===== src/logic/fsl_pkg.sv =====
// Purpose: Shared constants for the frame sync logic block.
// Assumes: mclk at 125 MHz; all frame timing counted in half-line ticks.
// Notes:   Window and free-run defaults are in ticks since saw-tooth reset.
package fsl_pkg;

  // Clock and half-line tick
  localparam int CLK_PERIOD_NS = 8;
  localparam int HALF_LINE_US  = 32;
  localparam int TICK_CYC      = (HALF_LINE_US * 1000) / CLK_PERIOD_NS;

  // Frame timing in ticks
  localparam int FCNT_W        = 10;
  localparam int BLANK_US      = 1344;
  localparam int BLANK_TICKS   = BLANK_US / HALF_LINE_US;
  localparam int ID50_DELAY_US = 20000;
  localparam int ID50_TICKS    = ID50_DELAY_US / HALF_LINE_US;
  localparam int DISCH_TICKS   = 2;
  localparam int ID50_DEPTH    = 2;
  localparam int ID60_DEPTH    = 3;

  // Register byte offsets
  localparam logic [5:0] OFF_CTRL   = 6'h00;
  localparam logic [5:0] OFF_STATUS = 6'h04;
  localparam logic [5:0] OFF_WR50   = 6'h08;
  localparam logic [5:0] OFF_WR60   = 6'h0c;
  localparam logic [5:0] OFF_WIDE   = 6'h10;
  localparam logic [5:0] OFF_NAR50  = 6'h14;
  localparam logic [5:0] OFF_NAR60  = 6'h18;
  localparam logic [5:0] OFF_FREE   = 6'h1c;
  localparam logic [5:0] OFF_FREE60 = 6'h20;

  // Field positions: window registers hold lo in [9:0], hi in [25:16]
  localparam int FLD_LO      = 0;
  localparam int FLD_HI      = 16;
  localparam int BIT_VCR     = 0;
  localparam int BIT_ID50    = 0;
  localparam int BIT_ID60    = 1;
  localparam int BIT_TXP     = 2;
  localparam int BIT_BLANK   = 3;
  localparam int BIT_DISCH   = 4;
  localparam int FLD_FCNT    = 16;

  // Reset values of the registers, in ticks
  localparam logic [9:0] RST_WR50_LO  = 10'h26c; // 620
  localparam logic [9:0] RST_WR50_HI  = 10'h276; // 630
  localparam logic [9:0] RST_WR60_LO  = 10'h208; // 520
  localparam logic [9:0] RST_WR60_HI  = 10'h212; // 530
  localparam logic [9:0] RST_WIDE_LO  = 10'h1f4; // 500
  localparam logic [9:0] RST_WIDE_HI  = 10'h2bc; // 700
  localparam logic [9:0] RST_NAR50_LO = 10'h26c;
  localparam logic [9:0] RST_NAR50_HI = 10'h276;
  localparam logic [9:0] RST_NAR60_LO = 10'h208;
  localparam logic [9:0] RST_NAR60_HI = 10'h212;
  localparam logic [9:0] RST_FREE     = 10'h2ce; // 718, about 23 ms
  localparam logic [9:0] RST_FREE_MUTE = 10'h280; // 640, about 49 Hz
  localparam logic [9:0] RST_FREE60   = 10'h230; // 560

endpackage : fsl_pkg


===== src/logic/fsl_std_ident.sv =====
// Purpose: One standard recogniser: shift register of in-window pulses.
// Assumes: hit and frame_end are single-cycle, aligned to the tick.
// Notes:   ident rises DELAY ticks after DEPTH successive frames hit.
module fsl_std_ident
  import fsl_pkg::*;
#(
  parameter int DEPTH = 2,
  parameter int DELAY = 0
) (
  input  wire logic mclk,
  input  wire logic nrst,
  input  wire logic tick,
  input  wire logic hit,
  input  wire logic frame_end,
  output logic      ident
);

  logic             seen_q;
  logic [DEPTH-1:0] shreg_q;
  logic [DEPTH-1:0] shreg_d;
  logic [9:0]       dly_q;
  logic             arm_q;
  logic             ident_q;
  wire              full_d = &shreg_d;

  // A hit in the closing tick still counts for the frame that ends
  assign shreg_d = {shreg_q[DEPTH-2:0], seen_q | hit};
  assign ident   = ident_q;

  // Hit memory and shift register, loaded once per frame
  always_ff @(posedge mclk or negedge nrst) begin
    if (!nrst) begin
      seen_q  <= 1'b0;
      shreg_q <= '0;
    end else if (frame_end) begin
      seen_q  <= 1'b0;
      shreg_q <= shreg_d;
    end else if (hit) begin
      seen_q  <= 1'b1;
    end
  end

  // Identification with its confirmation delay
  always_ff @(posedge mclk or negedge nrst) begin
    if (!nrst) begin
      dly_q   <= '0;
      arm_q   <= 1'b0;
      ident_q <= 1'b0;
    end else if (frame_end && !full_d) begin
      arm_q   <= 1'b0;
      ident_q <= 1'b0;
    end else if (frame_end && !ident_q && !arm_q) begin
      arm_q   <= (DELAY != 0);
      ident_q <= (DELAY == 0);
      dly_q   <= '0;
    end else if (arm_q && tick) begin
      if (dly_q == 10'(DELAY - 1)) begin
        arm_q   <= 1'b0;
        ident_q <= 1'b1;
      end
      dly_q <= dly_q + 10'h001;
    end
  end

endmodule : fsl_std_ident


===== src/logic/fsl_frame_logic.sv =====
// Purpose: Frame logic of a vertical deflection stage: half-line timing,
//          50/60 Hz recognition, sync windows, saw-tooth reset, blanking.
// Assumes: Inputs synchronous to mclk; Avalon-MM slave with waitrequest.
// Notes:   All frame times are counted in 32 us half-line ticks.
// Operation
// - Logic advances on a 32 us half-line tick; all times count ticks.
// - Line x point lies 64 us times (x-1) plus 32 us after reset.
// - Two shift registers, one per standard, loaded by in-window pulses.
// - 50 Hz identification needs two successive pulses in its window.
// - First pulse resets counters; second sets 50 Hz flag 20 ms later.
// - 50 Hz flag stays low without two successive in-window pulses.
// - With 50 Hz identified the sync window narrows.
// - Sync only takes effect at end of scan, at saw-tooth reset.
// - Logic drives discharge transistor; discharge is the frame reset.
// - 60 Hz recognised drives the slope boost current enable.
// - Sync decisions are locked to the half-line tick.
// - Blanking output covers flyback and guards tube on scan failure.
// - 60 Hz flag needs three successive pulses at the 60 Hz period.
// - Without transmission, sync is off and frame free-runs near 50 Hz.
// - In recorder mode the sync window always stays wide.
// - Blanking starts with flyback and lasts 1.344 ms, 21 lines.
module fsl_frame_logic
  import fsl_pkg::*;
#(
  parameter int TICK_CYCLES = TICK_CYC
) (
  input  wire logic        mclk,
  input  wire logic        nrst,
  input  wire logic        sync_threshold_comparator,
  input  wire logic        tx_present,
  input  wire logic        scan_ok,
  input  wire logic [5:0]  address,
  input  wire logic        read,
  input  wire logic        write,
  input  wire logic [31:0] writedata,
  output logic      [31:0] readdata,
  output logic             waitrequest,
  output logic             sawtooth_discharge,
  output logic             slope_boost_enable,
  output logic             frame_blank,
  output logic             half_line_tick
);

  localparam logic [11:0] TICK_LAST = 12'(TICK_CYCLES - 1);
  localparam logic [5:0]  BLANK_N   = 6'(BLANK_TICKS);
  localparam logic [1:0]  DISCH_N   = 2'(DISCH_TICKS);

  // Half-line tick and frame counter
  logic [11:0]       tick_cnt_q;
  logic              tick_q;
  logic [FCNT_W-1:0] fcnt_q;

  // Sync capture
  logic              comp_prev_q;
  logic              sync_seen_q;

  // Outputs and their timers
  logic [1:0]        disch_cnt_q;
  logic              disch_q;
  logic [5:0]        blank_cnt_q;
  logic              blank_q;
  logic              boost_q;

  // Software registers
  logic              vcr_q;
  logic [9:0]        wr50_lo_q;
  logic [9:0]        wr50_hi_q;
  logic [9:0]        wr60_lo_q;
  logic [9:0]        wr60_hi_q;
  logic [9:0]        wide_lo_q;
  logic [9:0]        wide_hi_q;
  logic [9:0]        nar50_lo_q;
  logic [9:0]        nar50_hi_q;
  logic [9:0]        nar60_lo_q;
  logic [9:0]        nar60_hi_q;
  logic [9:0]        free_q;
  logic [9:0]        free_mute_q;
  logic [9:0]        free60_q;

  // Bus handshake
  logic              wait_q;
  logic [31:0]       rdata_q;

  logic              id50;
  logic              id60;

  // Window decode against the frame counter
  wire in_wr50  = (fcnt_q >= wr50_lo_q) && (fcnt_q <= wr50_hi_q);
  wire in_wr60  = (fcnt_q >= wr60_lo_q) && (fcnt_q <= wr60_hi_q);
  wire in_wide  = (fcnt_q >= wide_lo_q) && (fcnt_q <= wide_hi_q);
  wire in_nar50 = (fcnt_q >= nar50_lo_q) && (fcnt_q <= nar50_hi_q);
  wire in_nar60 = (fcnt_q >= nar60_lo_q) && (fcnt_q <= nar60_hi_q);

  // Narrow windows only once a standard is known and not in recorder mode
  wire use_nar50 = id50 && !vcr_q;
  wire use_nar60 = id60 && !id50 && !vcr_q;
  wire in_sync_win = use_nar50 ? in_nar50 :
                     use_nar60 ? in_nar60 : in_wide;

  // Pulses are judged only on a tick, which keeps interlaced fields apart
  wire sync_ev   = tick_q && sync_seen_q;
  wire sync_ok   = sync_ev && tx_present;
  wire hit50     = sync_ok && in_wr50;
  wire hit60     = sync_ok && in_wr60;
  wire sync_acc  = sync_ok && in_sync_win;

  // Free-run limit: mute, lost 60 Hz pulses, or the long default
  wire [9:0] free_lim = !tx_present ? free_mute_q :
                        id60        ? free60_q : free_q;
  wire free_end  = tick_q && (fcnt_q >= free_lim);
  wire frame_end = sync_acc || free_end;

  // Bus decode
  wire req       = read || write;
  wire wr_en     = write && !wait_q;
  wire sel_ctrl  = (address == OFF_CTRL);
  wire sel_stat  = (address == OFF_STATUS);
  wire sel_wr50  = (address == OFF_WR50);
  wire sel_wr60  = (address == OFF_WR60);
  wire sel_wide  = (address == OFF_WIDE);
  wire sel_nar50 = (address == OFF_NAR50);
  wire sel_nar60 = (address == OFF_NAR60);
  wire sel_free  = (address == OFF_FREE);
  wire sel_fr60  = (address == OFF_FREE60);

  wire [9:0] wd_lo = writedata[FLD_LO +: 10];
  wire [9:0] wd_hi = writedata[FLD_HI +: 10];

  wire [31:0] st_word = {6'h00, fcnt_q, 11'h000, disch_q, blank_q,
                         tx_present, id60, id50};

  // Unmapped addresses read as zero
  wire [31:0] rd_mux =
    sel_ctrl  ? {31'h0, vcr_q} :
    sel_stat  ? st_word :
    sel_wr50  ? {6'h00, wr50_hi_q, 6'h00, wr50_lo_q} :
    sel_wr60  ? {6'h00, wr60_hi_q, 6'h00, wr60_lo_q} :
    sel_wide  ? {6'h00, wide_hi_q, 6'h00, wide_lo_q} :
    sel_nar50 ? {6'h00, nar50_hi_q, 6'h00, nar50_lo_q} :
    sel_nar60 ? {6'h00, nar60_hi_q, 6'h00, nar60_lo_q} :
    sel_free  ? {6'h00, free_mute_q, 6'h00, free_q} :
    sel_fr60  ? {22'h0, free60_q} : 32'h0000_0000;

  // Half-line tick from mclk
  always_ff @(posedge mclk or negedge nrst) begin
    if (!nrst) begin
      tick_cnt_q <= '0;
      tick_q     <= 1'b0;
    end else begin
      tick_q     <= (tick_cnt_q == TICK_LAST);
      tick_cnt_q <= (tick_cnt_q == TICK_LAST) ? 12'h000
                                              : tick_cnt_q + 12'h001;
    end
  end

  // Tick count since saw-tooth reset; line x sits at count 2x-1
  always_ff @(posedge mclk or negedge nrst) begin
    if (!nrst) begin
      fcnt_q <= '0;
    end else if (frame_end) begin
      fcnt_q <= '0;
    end else if (tick_q && fcnt_q != '1) begin
      fcnt_q <= fcnt_q + 10'h001;
    end
  end

  // Comparator edge held until the next tick; a new edge beats the clear
  always_ff @(posedge mclk or negedge nrst) begin
    if (!nrst) begin
      comp_prev_q <= 1'b0;
      sync_seen_q <= 1'b0;
    end else begin
      comp_prev_q <= sync_threshold_comparator;
      if (sync_threshold_comparator && !comp_prev_q) begin
        sync_seen_q <= 1'b1;
      end else if (tick_q) begin
        sync_seen_q <= 1'b0;
      end
    end
  end

  // 50 Hz recogniser: two frames, then a 20 ms confirmation
  fsl_std_ident #(
    .DEPTH (ID50_DEPTH),
    .DELAY (ID50_TICKS)
  ) u_id50 (
    .mclk      (mclk),
    .nrst      (nrst),
    .tick      (tick_q),
    .hit       (hit50),
    .frame_end (frame_end),
    .ident     (id50)
  );

  // 60 Hz recogniser: three successive frames, no extra delay
  fsl_std_ident #(
    .DEPTH (ID60_DEPTH),
    .DELAY (0)
  ) u_id60 (
    .mclk      (mclk),
    .nrst      (nrst),
    .tick      (tick_q),
    .hit       (hit60),
    .frame_end (frame_end),
    .ident     (id60)
  );

  // Discharge pulse held a few ticks so the RC fully empties
  always_ff @(posedge mclk or negedge nrst) begin
    if (!nrst) begin
      disch_cnt_q <= '0;
      disch_q     <= 1'b0;
    end else if (frame_end) begin
      disch_cnt_q <= DISCH_N;
      disch_q     <= 1'b1;
    end else if (tick_q && disch_cnt_q != 2'h0) begin
      disch_cnt_q <= disch_cnt_q - 2'h1;
      disch_q     <= (disch_cnt_q != 2'h1);
    end
  end

  // Blanking from flyback start for 21 lines, forced on scan failure
  always_ff @(posedge mclk or negedge nrst) begin
    if (!nrst) begin
      blank_cnt_q <= '0;
    end else if (frame_end) begin
      blank_cnt_q <= BLANK_N;
    end else if (tick_q && blank_cnt_q != 6'h00) begin
      blank_cnt_q <= blank_cnt_q - 6'h01;
    end
  end

  // Output flops; the tube guard wins over the counter
  always_ff @(posedge mclk or negedge nrst) begin
    if (!nrst) begin
      blank_q <= 1'b1;
      boost_q <= 1'b0;
    end else begin
      blank_q <= frame_end || (blank_cnt_q != 6'h00) || !scan_ok;
      boost_q <= id60;
    end
  end

  // Handshake: one wait cycle, then the access completes
  always_ff @(posedge mclk or negedge nrst) begin
    if (!nrst) begin
      wait_q  <= 1'b1;
      rdata_q <= '0;
    end else begin
      wait_q  <= !(req && wait_q);
      if (read && wait_q) begin
        rdata_q <= rd_mux;
      end
    end
  end

  // Control register
  always_ff @(posedge mclk or negedge nrst) begin
    if (!nrst) begin
      vcr_q <= 1'b0;
    end else if (wr_en && sel_ctrl) begin
      vcr_q <= writedata[BIT_VCR];
    end
  end

  // Recognition window registers
  always_ff @(posedge mclk or negedge nrst) begin
    if (!nrst) begin
      wr50_lo_q <= RST_WR50_LO;
      wr50_hi_q <= RST_WR50_HI;
      wr60_lo_q <= RST_WR60_LO;
      wr60_hi_q <= RST_WR60_HI;
    end else if (wr_en && sel_wr50) begin
      wr50_lo_q <= wd_lo;
      wr50_hi_q <= wd_hi;
    end else if (wr_en && sel_wr60) begin
      wr60_lo_q <= wd_lo;
      wr60_hi_q <= wd_hi;
    end
  end

  // Sync window registers
  always_ff @(posedge mclk or negedge nrst) begin
    if (!nrst) begin
      wide_lo_q  <= RST_WIDE_LO;
      wide_hi_q  <= RST_WIDE_HI;
      nar50_lo_q <= RST_NAR50_LO;
      nar50_hi_q <= RST_NAR50_HI;
      nar60_lo_q <= RST_NAR60_LO;
      nar60_hi_q <= RST_NAR60_HI;
    end else if (wr_en && sel_wide) begin
      wide_lo_q  <= wd_lo;
      wide_hi_q  <= wd_hi;
    end else if (wr_en && sel_nar50) begin
      nar50_lo_q <= wd_lo;
      nar50_hi_q <= wd_hi;
    end else if (wr_en && sel_nar60) begin
      nar60_lo_q <= wd_lo;
      nar60_hi_q <= wd_hi;
    end
  end

  // Free-run limits; keep them above the standard periods so sync can win
  always_ff @(posedge mclk or negedge nrst) begin
    if (!nrst) begin
      free_q      <= RST_FREE;
      free_mute_q <= RST_FREE_MUTE;
      free60_q    <= RST_FREE60;
    end else if (wr_en && sel_free) begin
      free_q      <= wd_lo;
      free_mute_q <= wd_hi;
    end else if (wr_en && sel_fr60) begin
      free60_q    <= wd_lo;
    end
  end

  assign readdata           = rdata_q;
  assign waitrequest        = wait_q;
  assign sawtooth_discharge = disch_q;
  assign slope_boost_enable = boost_q;
  assign frame_blank        = blank_q;
  assign half_line_tick     = tick_q;

endmodule : fsl_frame_logic


===== config.mk =====
export PLATFORM = sky130hd
export DESIGN_NAME = fsl_frame_logic
export DESIGN_NICKNAME = d
export VERILOG_FILES = /design/src/logic/fsl_pkg.sv /design/src/logic/fsl_std_ident.sv /design/src/logic/fsl_frame_logic.sv
export SDC_FILE = /design/constraint.sdc
export NUM_CORES = 1
export LEC_CHECK = 0
export BUFFER_PORTS_ARGS = -buffer_cell sky130_fd_sc_hd__buf_2
export CELL_PAD_IN_SITES_DETAIL_PLACEMENT = 0
export CELL_PAD_IN_SITES_GLOBAL_PLACEMENT = 1
export CORE_ASPECT_RATIO = 1.4
export CORE_MARGIN = 4
export CORE_UTILIZATION = 50
export CTS_BUF_LIST = sky130_fd_sc_hd__clkbuf_4
export CTS_CLUSTER_DIAMETER = 50
export DETAILED_ROUTE_END_ITERATION = 16
export PLACE_DENSITY_LB_ADDON = 0.1
export SYNTH_ARGS = -nofsm -noshare
export SYNTH_HDL_FRONTEND = slang
export SYNTH_SLANG_ARGS = --single-unit

===== constraint.sdc =====
create_clock -name mclk -period 4.4 [get_ports mclk]
set_input_delay 0.88 -clock mclk [delete_from_list [all_inputs] [get_ports mclk]]
set_output_delay 0.88 -clock mclk [all_outputs]
set_load 0.005 [all_outputs]

==> summary.md, run 1 <==
| Metric | Value |
|---|---|
| Post-Route WL | `35.1 mm` |
| Worst slew pin tran | `~1000 ps` |
| Most used routing layer | `met2` |
| WL per Instance | `21.2 um` |
| Final Critical Period | `3770 ps` |
| Clock Sinks | `206` |
| Crit path max fanout | `12` |
| Worst Path Arrival | `4350 ps` |
| First-pass GRT wire length | `55.6 mm` |
| Final worst hold slack | `199 ps` |
| CTS clk-pin slew, worst paths | `roughly 70 ps` |
| Number of flops mapped to enable cells by yosys | `0` |
| CP Class | `reg2reg` |
| Grt ovf | `0` |
| P&R area growth vs syn | `11.3%` |
| CTS Buffer Depth | `3` |
| Setup_tns | `0 ps` |
| Insertion delay to the later sink of the worst-skew pair | `730 ps` |
| Initial antenna violation count | `2` |
| Chip Height | `194 um` |
| CTS root buffer | `clkbuf_4` |
| Inst Count DP | `1,557` |
| Grt met3 use | `4.81%` |
| Via/cell ratio | `5.81` |
| Number of setup buffers added after CTS | `0` |
| Endpoints failing setup | `0` |
| Final layout net count | `~1.5k` |
| Global Route met2 Usage | `43.7%` |
| Hold_buf cts | `0` |
| Die ar. | `27,300 um^2` |
| Max-cap violations | `0` |
| IO Port Bufs | `57` |
| Layout Cells excl Fill | `1,656` |
| Async SR Flop Fraction | `100%` |
| RSZ-0062 raised after global routing | `no` |
| PD cells | `320 nW/um^2` |
| Post-synth cell types | `64` |
| Leakage | `between 6 and 7 nW` |
| Slew Limit Fails | `0` |
| Peak VDD IR | `about 0.20 mV` |
| Total GRT Usage | `26.3%` |
| Worst Setup Start Kind | `flop` |
| CTS tree | `done` |
| Detailed Place HPWL | `about 25 mm` |
| Initial drt markers | `611` |
| Number of placement rows | `67` |
| Worst Setup End Kind | `flop` |
| Share of layout cells above drive strength 1 | `27.8%` |
| Post-route clock period utilization | `85.6%` |
| GRT met1 Usage | `33.5%` |
| Mapped Area | `roughly 12,000 um^2` |
| Post-route ant nets | `0` |
| H-Tree Depth | `2` |
| Max Clock Skew | `between 40 and 50 ps` |
| DRC violations left | `0` |
| CTS Buf Count | `54` |
| Vias in the first global route | `9,956` |
| # IOs | `82` |
| Fin util | `~57%` |
| Initial Util | `51.2%` |
| FMAX | `266 MHz` |
| Core Box Area | `~24,000 um^2` |
| Drt first pass iters | `5` |
| Sequential fraction of the synthesis area | `42.3%` |
| GPL Wtd Cong | `0.862` |
| Mapped Cells | `~1.2k` |
| Worst slack, placed | `around 650 ps` |
| Endpoints failing hold | `0` |
| Prevailing post-synth register cell | `dfrtp_1` |
| Max_slew headroom | `around 31%` |
| Total vias in the final route | `9,618` |
| Largest net degree at the start of global routing | `79` |
| Avg Cell Area, Syn | `roughly 10 um^2` |
| Post_cts resized | `0` |
| #FFs+latches synth | `206` |
| Synthesis warning total | `0` |
| Status | `finished clean` |
| Final worst slack | `635 ps` |
| Worst Hold Class | `in2async` |
| DIE WIDTH | `141 um` |
| Worst EP required | `between 4000 and 5000 ps` |
## cell usage after synthesis (all sizes together), types with 13 or more instances
cell	number	area, um^2
nand3	29	145
a21oi	67	339
o211ai	16	120
a221oi	23	201
buf	31	185
clkbuf	34	128
a21o	16	120
nand4	18	113
ha	118	1480
inv	110	413
dfrtp	149	3730
nand2	103	387
nor2	54	203
o21ai	80	400
mux2	114	1280
dfstp	57	1500
mux2i	13	130
## cell usage in the layout (no fill, tap or decap), drive strengths merged, types with 13 or more instances in the layout
cell type  instances
nand2            103
inv              111
nand3             29
nand4             18
ha               118
a21oi             67
o211ai            16
clkbuf            89
a221oi            23
buf               91
mux2i             13
a21o              16
nor2              54
dfstp             57
dfrtp            149
o21ai             80
mux2             114
## state kept, by name, indices dropped and copies added (netlist names), 2 cells and up
| register | count |
|---|---|
| readdata | 20 |
| tick_cnt_q | 12 |
| fcnt_q | 10 |
| free60_q | 10 |
| free_mute_q | 10 |
| free_q | 10 |
| nar50_hi_q | 10 |
| nar50_lo_q | 10 |
| nar60_hi_q | 10 |
| nar60_lo_q | 10 |
| u_id50.dly_q | 10 |
| wide_hi_q | 10 |
| wide_lo_q | 10 |
| wr50_hi_q | 10 |
| wr50_lo_q | 10 |
| wr60_hi_q | 10 |
| wr60_lo_q | 10 |
| blank_cnt_q | 6 |
| disch_cnt_q | 2 |
| u_id60.shreg_q | 2 |
## metal layers
metal	up-vias	share of wire [%]
met5	-	0
met2	249	49
li1	4541	-
met3	83	4.8
met1	4745	42
met4	0	4.0
## through the flow
stage / instance area (um^2) / total power, mW
after CTS: 13800 / 4.47
final: 13800 / 4.40
after detailed placement: 13100 / 2.74
after floorplan: 12400 / 2.52
after global routing: 13800 / 4.66
after global placement: 13100 / 2.73
## critical path, cell delays in order, from the launching register on
cell      delay [ps]
dfrtp_1          840
mux2i_1          360
nand2_1          100
o21ai_0          100
ha_1             280
and4_1           190
a221oi_1         350
a21oi_1          140
o31a_1           320
a21o_1           310
and2_1           290
a211o_1          330
## path summary, 6_finish.rpt
path                                            from                          end  slack (ps)  cells past startpoint
max                         u_id60.ident$_DFFE_PN0P_  u_id50.dly_q[6]$_DFFE_PN0P_         630                     11
min                                             nrst   disch_cnt_q[0]$_DFFE_PN0P_         200                      1
max reg2reg                 u_id60.ident$_DFFE_PN0P_  u_id50.dly_q[6]$_DFFE_PN0P_         630                     11
min reg2reg                    comp_prev_q$_DFF_PN0_      sync_seen_q$_DFFE_PN0P_         420                      1
max in group asynchronous                       nrst     wide_lo_q[5]$_DFFE_PN1P_        3230                      2
min in group mclk          sync_threshold_comparator        comp_prev_q$_DFF_PN0_         280                      1
## where the power goes
group	total, mW	leakage, nW	switching [mW]	internal [mW]
Clock	1.69	0.422	0.795	0.894
Sequential	2.14	2.44	0.0893	2.05
Combinational	0.572	3.43	0.322	0.250
## cell families (layout without fill, tap and decap cells)
| family | after synthesis | after routing | share of synthesized area [%] |
|---|---|---|---|
| AO/OA/AOI/OAI | 279 | 279 | 14.6 |
| XOR/XNOR | 21 | 21 | 1.49 |
| adder cells (fa/ha/maj) | 118 | 118 | 11.9 |
| buffers and inverters | 175 | 299 | 5.87 |
| flip-flops | 206 | 206 | 42.3 |
| multiplexers | 137 | 137 | 13.3 |
| other | 1 | 14 | 0.0303 |
| AND/OR/NAND/NOR | 272 | 272 | 10.5 |
## final cells by class
| type | instances | area (um^2) |
|---|---|---|
| Clock buffer | 88 | 661 |
| Timing Repair Buffer | 92 | 569 |
| Tap cell | 310 | 388 |
| Fill cell | 2235 | 10400 |
| Clock inverter | 9 | 33.8 |
| Inverter | 110 | 413 |
| Sequential cell | 206 | 5230 |
| Multi-Input combinational cell | 839 | 6460 |
| Antenna cell | 2 | 5.00 |
Note: power is estimated with default switching activity, not from simulation.
==> run 2: changes to the inputs <==
--- a/config.mk
+++ b/config.mk
@@ -14,7 +14,8 @@
 export CTS_BUF_LIST = sky130_fd_sc_hd__clkbuf_4
 export CTS_CLUSTER_DIAMETER = 50
 export DETAILED_ROUTE_END_ITERATION = 16
-export PLACE_DENSITY_LB_ADDON = 0.1
+export PLACE_DENSITY = 0.94
 export SYNTH_ARGS = -nofsm -noshare
 export SYNTH_HDL_FRONTEND = slang
+export SYNTH_HIERARCHICAL = 1
 export SYNTH_SLANG_ARGS = --single-unit
==> summary.md, run 2 <==
| Metric | Value |
|---|---|
| Status | `finished clean (unchanged)` |
| Final worst hold slack | `283 ps (was 199 ps)` |
| Avg Cell Area, Syn | `10.2 um^2 (about the same)` |
| Max-cap violations | `0 (unchanged)` |
| Worst slew pin tran | `1180 ps (was 1040 ps)` |
| Setup_tns | `0 ps (unchanged)` |
| Leading cell type by number of instances after synthesis | `dfrtp_1 (unchanged)` |
| Post-synth top area share | `30.9% (was 30.2%)` |
| Synthesis warning total | `6 (was 0)` |
| Final layout net count | `1,445 (was 1,466)` |
| Total vias in the final route | `9,668 (was 9,618)` |
| Slew Limit Fails | `0 (unchanged)` |
| Mapped Area | `12,100 um^2 (was 12,400 um^2)` |
| Final Critical Period | `4230 ps (was 3770 ps)` |
| Detailed Place HPWL | `23.6 mm (was 25.1 mm)` |
| Leakage | `6.15 nW (was 6.28 nW)` |
| Worst Path Arrival | `4800 ps (was 4350 ps)` |
| Synth cell count leaders | `dfrtp_1, ha_1, nand2_1 (was dfrtp_1, ha_1, mux2_2)` |
| Post-synth cell types | `63 (was 64)` |
| RSZ-0062 raised after global routing | `no (unchanged)` |
| Chip Height | `192 um (was 194 um)` |
| Initial Util | `50.5% (was 51.2%)` |
| P&R area growth vs syn | `11.9% (was 11.3%)` |
| H-Tree Depth | `2 (unchanged)` |
| Post-route ant nets | `0 (unchanged)` |
| Die ar. | `26,700 um^2 (was 27,300 um^2)` |
| Number of placement rows | `67 (unchanged)` |
| Post-Route WL | `32.9 mm (was 35.1 mm)` |
| CP Class | `reg2reg (unchanged)` |
| Largest register FFs | `20 (unchanged)` |
| Number of setup buffers added after CTS | `0 (unchanged)` |
| Yosys top cell by area | `dfrtp_1 (unchanged)` |
| # IOs | `82 (unchanged)` |
| Endpoints failing hold | `0 (unchanged)` |
| Initial drt markers | `712 (was 611)` |
| Endpoints failing setup | `0 (unchanged)` |
| Worst slack, placed | `206 ps (was 653 ps)` |
| CTS Buf Count | `52 (was 54)` |
| CP max stage cell | `nor4_1 (was dfrtp_1)` |
| CTS clk-pin slew, worst paths | `70 ps (about the same)` |
| Core Box Area | `23,900 um^2 (was 24,100 um^2)` |
| Synth area leaders | `dfrtp_1, dfstp_2, ha_1 (unchanged)` |
| GPL Wtd Cong | `0.911 (was 0.862)` |
| Post-route clock period utilization | `96.2% (was 85.6%)` |
| Most common cell after layout, fill and taps aside | `dfrtp_1 (unchanged)` |
| Prevailing post-synth register cell | `dfrtp_1 (unchanged)` |
| Sequential fraction of the synthesis area | `43.3% (was 42.3%)` |
| Critical path's largest stage delay | `660 ps (was 840 ps)` |
| Hold_buf cts | `0 (unchanged)` |
| Max Clock Skew | `29.4 ps (was 49.7 ps)` |
| Mapped Cells | `1,177 (was 1,209)` |
| Peak VDD IR | `0.239 mV (was 0.196 mV)` |
| Max_slew headroom | `20.9% (was 30.7%)` |
| Crit path cell chain | `inv_1 > buf_4 > ha_1 > inv_1 > a21oi_1 > nor3_1 > a2111oi_0 > a31oi_1 > nor4_1 > buf_4 > o21ai_0 > buf_4 > a221o_1 > or4_1 > a21oi_1 (was mux2i_1 > nand2_1 > o21ai_0 > ha_1 > and4_1 > a221oi_1 > a21oi_1 > o31a_1 > a21o_1 > and2_1 > a211o_1)` |
| Total GRT Usage | `24.7% (was 26.3%)` |
| Clock Sinks | `206 (unchanged)` |
| Worst Setup End Kind | `flop (unchanged)` |
| DRC violations left | `0 (unchanged)` |
| CTS tree | `done (unchanged)` |
| Async SR Flop Fraction | `100% (unchanged)` |
| Most frequent cells in the layout | `dfrtp_1, ha_1, nand2_1 (was dfrtp_1, ha_1, mux2_2)` |
| CTS root buffer | `clkbuf_4 (unchanged)` |
| DIE WIDTH | `139 um (was 141 um)` |
| Share of layout cells above drive strength 1 | `27.8% (about the same)` |
| FMAX | `236 MHz (was 266 MHz)` |
| Via/cell ratio | `5.92 (was 5.81)` |
| First-pass GRT wire length | `52.4 mm (was 55.6 mm)` |
| #FFs+latches synth | `206 (unchanged)` |
| Worst Hold Class | `in2async (unchanged)` |
| Worst EP required | `4970 ps (was 4980 ps)` |
| Worst Setup Start Kind | `flop (unchanged)` |
| PD cells | `320 nW/um^2 (about the same)` |
| Most Frequent Cell on Critical Path | `buf_4` |
| Initial antenna violation count | `1 (was 2)` |
| Vias in the first global route | `9,855 (was 9,956)` |
| WL per Instance | `20.1 um (was 21.2 um)` |
| Grt ovf | `0 (unchanged)` |
| Drt first pass iters | `5 (unchanged)` |
| CTS Buffer Depth | `3 (unchanged)` |
| Number of flops mapped to enable cells by yosys | `0 (unchanged)` |
| Final worst slack | `169 ps (was 635 ps)` |
| Insertion delay to the later sink of the worst-skew pair | `670 ps (was 730 ps)` |
| Crit path max fanout | `8 (was 12)` |
| IO Port Bufs | `57 (unchanged)` |
| Largest net degree at the start of global routing | `87 (was 79)` |
| Post_cts resized | `0 (unchanged)` |
-- run 2: cell types whose count changed after synthesis, sizes merged, moves of 7 or more --
cell    delta
nand2     +12
o31ai      -7
a22oi     +29
a31oi      +7
o211ai    -13
nand3     -11
a21oi     -14
mux4      -10
clkbuf     -9
a221oi    -11
-- run 2: path summary, 6_finish.rpt --
kind / start / endpoint / slack [ps] / depth (start not counted)
max in group asynchronous: nrst / wide_lo_q[2]$_DFFE_PN1P_ / 3140 / 2
worst max-delay path: fcnt_q[0]$_DFFE_PN0P_ / u_id50/dly_q[8]$_DFFE_PN0P_ / 170 / 15
worst max register to register: fcnt_q[0]$_DFFE_PN0P_ / u_id50/dly_q[8]$_DFFE_PN0P_ / 170 / 15
worst min register to register: comp_prev_q$_DFF_PN0_ / sync_seen_q$_DFFE_PN0P_ / 440 / 1
worst min-delay path: nrst / wr50_hi_q[7]$_DFFE_PN0P_ / 280 / 1
min in group mclk: sync_threshold_comparator / comp_prev_q$_DFF_PN0_ / 340 / 1
-- run 2: stage by stage --
step / area (um^2) / util [%] / total power [mW] / std cells
after global placement: 12800 / 53.7 / 2.68 / 1538
after CTS: 13500 / 56.5 / 4.36 / 1633
after detailed placement: 12800 / 53.7 / 2.71 / 1538
after global routing: 13500 / 56.5 / 4.55 / 1634
final: 13500 / 56.5 / 4.31 / 1634
after floorplan: 12100 / - / 2.49 / 1188
-- run 2: layer usage --
metal	GRT usage, %	vias to the layer above	wire length (um)
met5	0	-	0
met4	14.0	0	1770
met3	4.01	122	1860
met2	43.4	343	16700
met1	28.6	4761	12500
li1	-	4442	-
-- run 2: cells by family (layout without fill, tap and decap cells) --
logic type	after synthesis	count (layout)	share of synthesized area, %
AO/OA/AOI/OAI	274	274	14.9
AND/OR/NAND/NOR	267	267	10.5
XOR/XNOR	23	23	1.67
buffers and inverters	163	298	5.70
adder cells (fa/ha/maj)	118	118	12.2
multiplexers	125	125	11.6
other	1	13	0.0311
flip-flops	206	206	43.3
-- run 2: power by group --
group          internal [mW]  switching (mW)  leakage (nW)
combinational          0.232           0.305          3.32
clock                  0.837           0.799         0.406
sequential              2.05          0.0930          2.43
-- run 2: critical path: cells and delay by family, from the launching register on --
kind	cells	cell delay, ps
AOI/OAI and AO/OA	6	1330
adders and majority gates	1	150
DFF	1	460
and+or+nand+nor	3	1120
buffers and inverters	5	1090
-- run 2: cell type report --
type	count	area (um^2)
diodes	1	2.50
clock buffers	81	608
clock inverters	14	58.8
fillers	2068	10400
inverters	105	394
multi-input cells	819	6200
flip-flops and latches	206	5230
well taps	310	388
repair buffers	98	627
==> run 3: changes to the inputs <==
--- a/config.mk
+++ b/config.mk
@@ -14,6 +14,7 @@
 export CTS_BUF_LIST = sky130_fd_sc_hd__clkbuf_4
 export CTS_CLUSTER_DIAMETER = 50
 export DETAILED_ROUTE_END_ITERATION = 16
+export MAX_ROUTING_LAYER = met4
 export PLACE_DENSITY = 0.94
 export SYNTH_ARGS = -nofsm -noshare
 export SYNTH_HDL_FRONTEND = slang
==> summary.md, run 3 (synthesis gave the netlist of run 2 again) <==
| Metric | Value |
|---|---|
| Switch Pwr | `1.19 mW (was 1.20 mW)` |
| FILL cells | `2,093 (was 2,068)` |
| Hold_buf cts | `0 (unchanged)` |
| CP Class | `reg2reg (unchanged)` |
| Peak VDD IR | `0.198 mV (was 0.239 mV)` |
| FMAX | `259 MHz (was 236 MHz)` |
| Dpl cell area | `12,800 um^2 (about the same)` |
| Clk pwr share | `37.5% (was 37.9%)` |
| CTS root buffer | `clkbuf_4 (unchanged)` |
| Post-route clock period utilization | `87.8% (was 96.2%)` |
| Most frequent cells in the layout | `dfrtp_1, ha_1, nand2_1 (unchanged)` |
| Cells on worst reg2reg path | `12 (was 15)` |
| Max-cap violations | `0 (unchanged)` |
| Chip Height | `192 um (unchanged)` |
| CTS tree | `done (unchanged)` |
| Worst Setup Start Kind | `flop (unchanged)` |
| Share of layout cells above drive strength 1 | `27.5% (was 27.8%)` |
| DIE WIDTH | `139 um (unchanged)` |
| Most common cell after layout, fill and taps aside | `dfrtp_1 (unchanged)` |
| Setup_tns | `0 ps (unchanged)` |
| Core Box Area | `23,900 um^2 (unchanged)` |
| DRC violations left | `0 (unchanged)` |
| Post-Route WL | `32.9 mm (about the same)` |
| Register area | `5230 um^2 (unchanged)` |
| Slew Limit Fails | `0 (unchanged)` |
| PD cells | `318 nW/um^2 (was 320 nW/um^2)` |
| R2R Path End | `u_id50/dly_q[8]$_DFFE_PN0P_ (unchanged)` |
| Die ar. | `26,700 um^2 (unchanged)` |
| Max_slew headroom | `25.9% (was 20.9%)` |
| Crit path max fanout | `12 (was 8)` |
| Final layout net count | `1,441 (was 1,445)` |
| Worst EP required | `4990 ps (was 4970 ps)` |
| Total vias in the final route | `9,633 (was 9,668)` |
| Grt ovf | `0 (unchanged)` |
| Fin util | `56.4% (was 56.5%)` |
| Leakage | `6.13 nW (was 6.15 nW)` |
| Vias in the first global route | `9,777 (was 9,855)` |
| Clock Sinks | `206 (unchanged)` |
| Inst Count DP | `1,536 (was 1,538)` |
| IO Port Bufs | `57 (unchanged)` |
| Worst Setup End Kind | `flop (unchanged)` |
| Worst Path Arrival | `4450 ps (was 4800 ps)` |
| H-Tree Depth | `2 (unchanged)` |
| P&R area growth vs syn | `11.7% (was 11.9%)` |
| Initial drt markers | `610 (was 712)` |
| Post-route ant nets | `0 (unchanged)` |
| Layout Cells excl Fill | `1,632 (was 1,634)` |
| Seq pwr share | `49.9% (was 49.6%)` |
| Final Critical Period | `3860 ps (was 4230 ps)` |
| R2R Setup Slk | `540 ps (was 170 ps)` |
| Initial Util | `50.5% (unchanged)` |
| Switching part of the total | `27.8% (was 27.7%)` |
| Multi-input gate area | `6200 um^2 (unchanged)` |
| Internal power | `3.10 mW (was 3.12 mW)` |
| Number of setup buffers added after CTS | `0 (unchanged)` |
| Initial antenna violation count | `2 (was 1)` |
| Combinational Power Share | `12.6% (was 12.4%)` |
| Largest net degree at the start of global routing | `129 (was 87)` |
| # IOs | `82 (unchanged)` |
| Insertion delay to the later sink of the worst-skew pair | `680 ps (was 670 ps)` |
| Worst r2r src | `fcnt_q[1]$_DFFE_PN0P_ (was fcnt_q[0]$_DFFE_PN0P_)` |
| Final Cell Area | `13,500 um^2 (about the same)` |
| Max Clock Skew | `24.2 ps (was 29.4 ps)` |
| Detailed Place HPWL | `23.6 mm (about the same)` |
| Via/cell ratio | `5.90 (was 5.92)` |
| Endpoints failing hold | `0 (unchanged)` |
| Total GRT Usage | `25.6% (was 24.7%)` |
| First-pass GRT wire length | `52.3 mm (was 52.4 mm)` |
| Post_cts resized | `0 (unchanged)` |
| Worst slew pin tran | `1110 ps (was 1180 ps)` |
| WL per Instance | `20.2 um (was 20.1 um)` |
| RSZ-0062 raised after global routing | `no (unchanged)` |
| Endpoints failing setup | `0 (unchanged)` |
| Status | `finished clean (unchanged)` |
| CTS clk-pin slew, worst paths | `70 ps (about the same)` |
| GPL Wtd Cong | `0.929 (was 0.911)` |
| Drt first pass iters | `6 (was 5)` |
| Number of placement rows | `67 (unchanged)` |
| CTS Buffer Depth | `3 (unchanged)` |
| Largest register FFs | `20 (unchanged)` |
| Worst Hold Class | `in2async (unchanged)` |
| CTS Buf Count | `50 (was 52)` |
run 3: cell types whose count changed in the layout (fill, tap and decap cells not counted), sizes merged:
cell	before	now
buf	97	95
clkbuf	82	80
clkinv	14	15
diode	1	2
run 3: through the flow:
stage	power [mW]	setup slack (ps)	hold slack, ps
finish	4.29	538	313
global route	4.52	346	302
CTS	4.33	578	287
detailed placement	2.71	296	430
global placement	2.68	370	409
floorplan	2.49	418	399
run 3: metal layers:
layer / share of wire, % / up-vias / GRT usage, % / wire length [um]
li1: - / 4437 / - / -
met1: 38 / 4712 / 28.8 / 12500
met2: 49 / 356 / 42.6 / 16300
met3: 6.1 / 128 / 4.33 / 2010
met4: 6.4 / 0 / 15.6 / 2120
met5: 0 / - / - / 0
run 3: layout make-up:
| type | count | area share (%) |
|---|---|---|
| clock buffers | 79 | 4.40 |
| flip-flops and latches | 206 | 38.8 |
| inverters | 105 | 2.92 |
| multi-input cells | 819 | 46.0 |
| repair buffers | 96 | 4.54 |
| clock inverters | 15 | 0.455 |
| well taps | 310 | 2.88 |
| diodes | 2 | 0.0371 |
run 3: worst max-delay path: stages (launching register included):
cell and delay, ps:
dfrtp_1 640, buf_4 300, ha_1 280, nand2_1 50, o21ai_0 300, a41oi_1 180, o21ai_0 260, a22oi_1 140
o221ai_2 240, or3b_4 440, a221o_1 370, or4_1 410, a21oi_1 150
run 3: how the worst max path moves through the flow:
stage | from | cells past startpoint | end
after floorplan | tx_present | 15 | u_id50/dly_q[8]$_DFFE_PN0P_
after global placement | tx_present | 13 | u_id50/dly_q[8]$_DFFE_PN0P_
after detailed placement | tx_present | 13 | u_id50/dly_q[8]$_DFFE_PN0P_
after CTS | fcnt_q[1]$_DFFE_PN0P_ | 12 | u_id50/dly_q[8]$_DFFE_PN0P_
after global routing | fcnt_q[1]$_DFFE_PN0P_ | 12 | u_id50/dly_q[8]$_DFFE_PN0P_
final | fcnt_q[1]$_DFFE_PN0P_ | 12 | u_id50/dly_q[8]$_DFFE_PN0P_
run 3: power by group through the flow:
| stage | clock [mW] | sequential [mW] | combinational [mW] |
|---|---|---|---|
| floorplan | 0 | 2.14 | 0.348 |
| global placement | 0 | 2.17 | 0.515 |
| detailed placement | 0 | 2.17 | 0.536 |
| CTS | 1.66 | 2.14 | 0.539 |
| global route | 1.75 | 2.15 | 0.614 |
| finish | 1.61 | 2.14 | 0.539 |
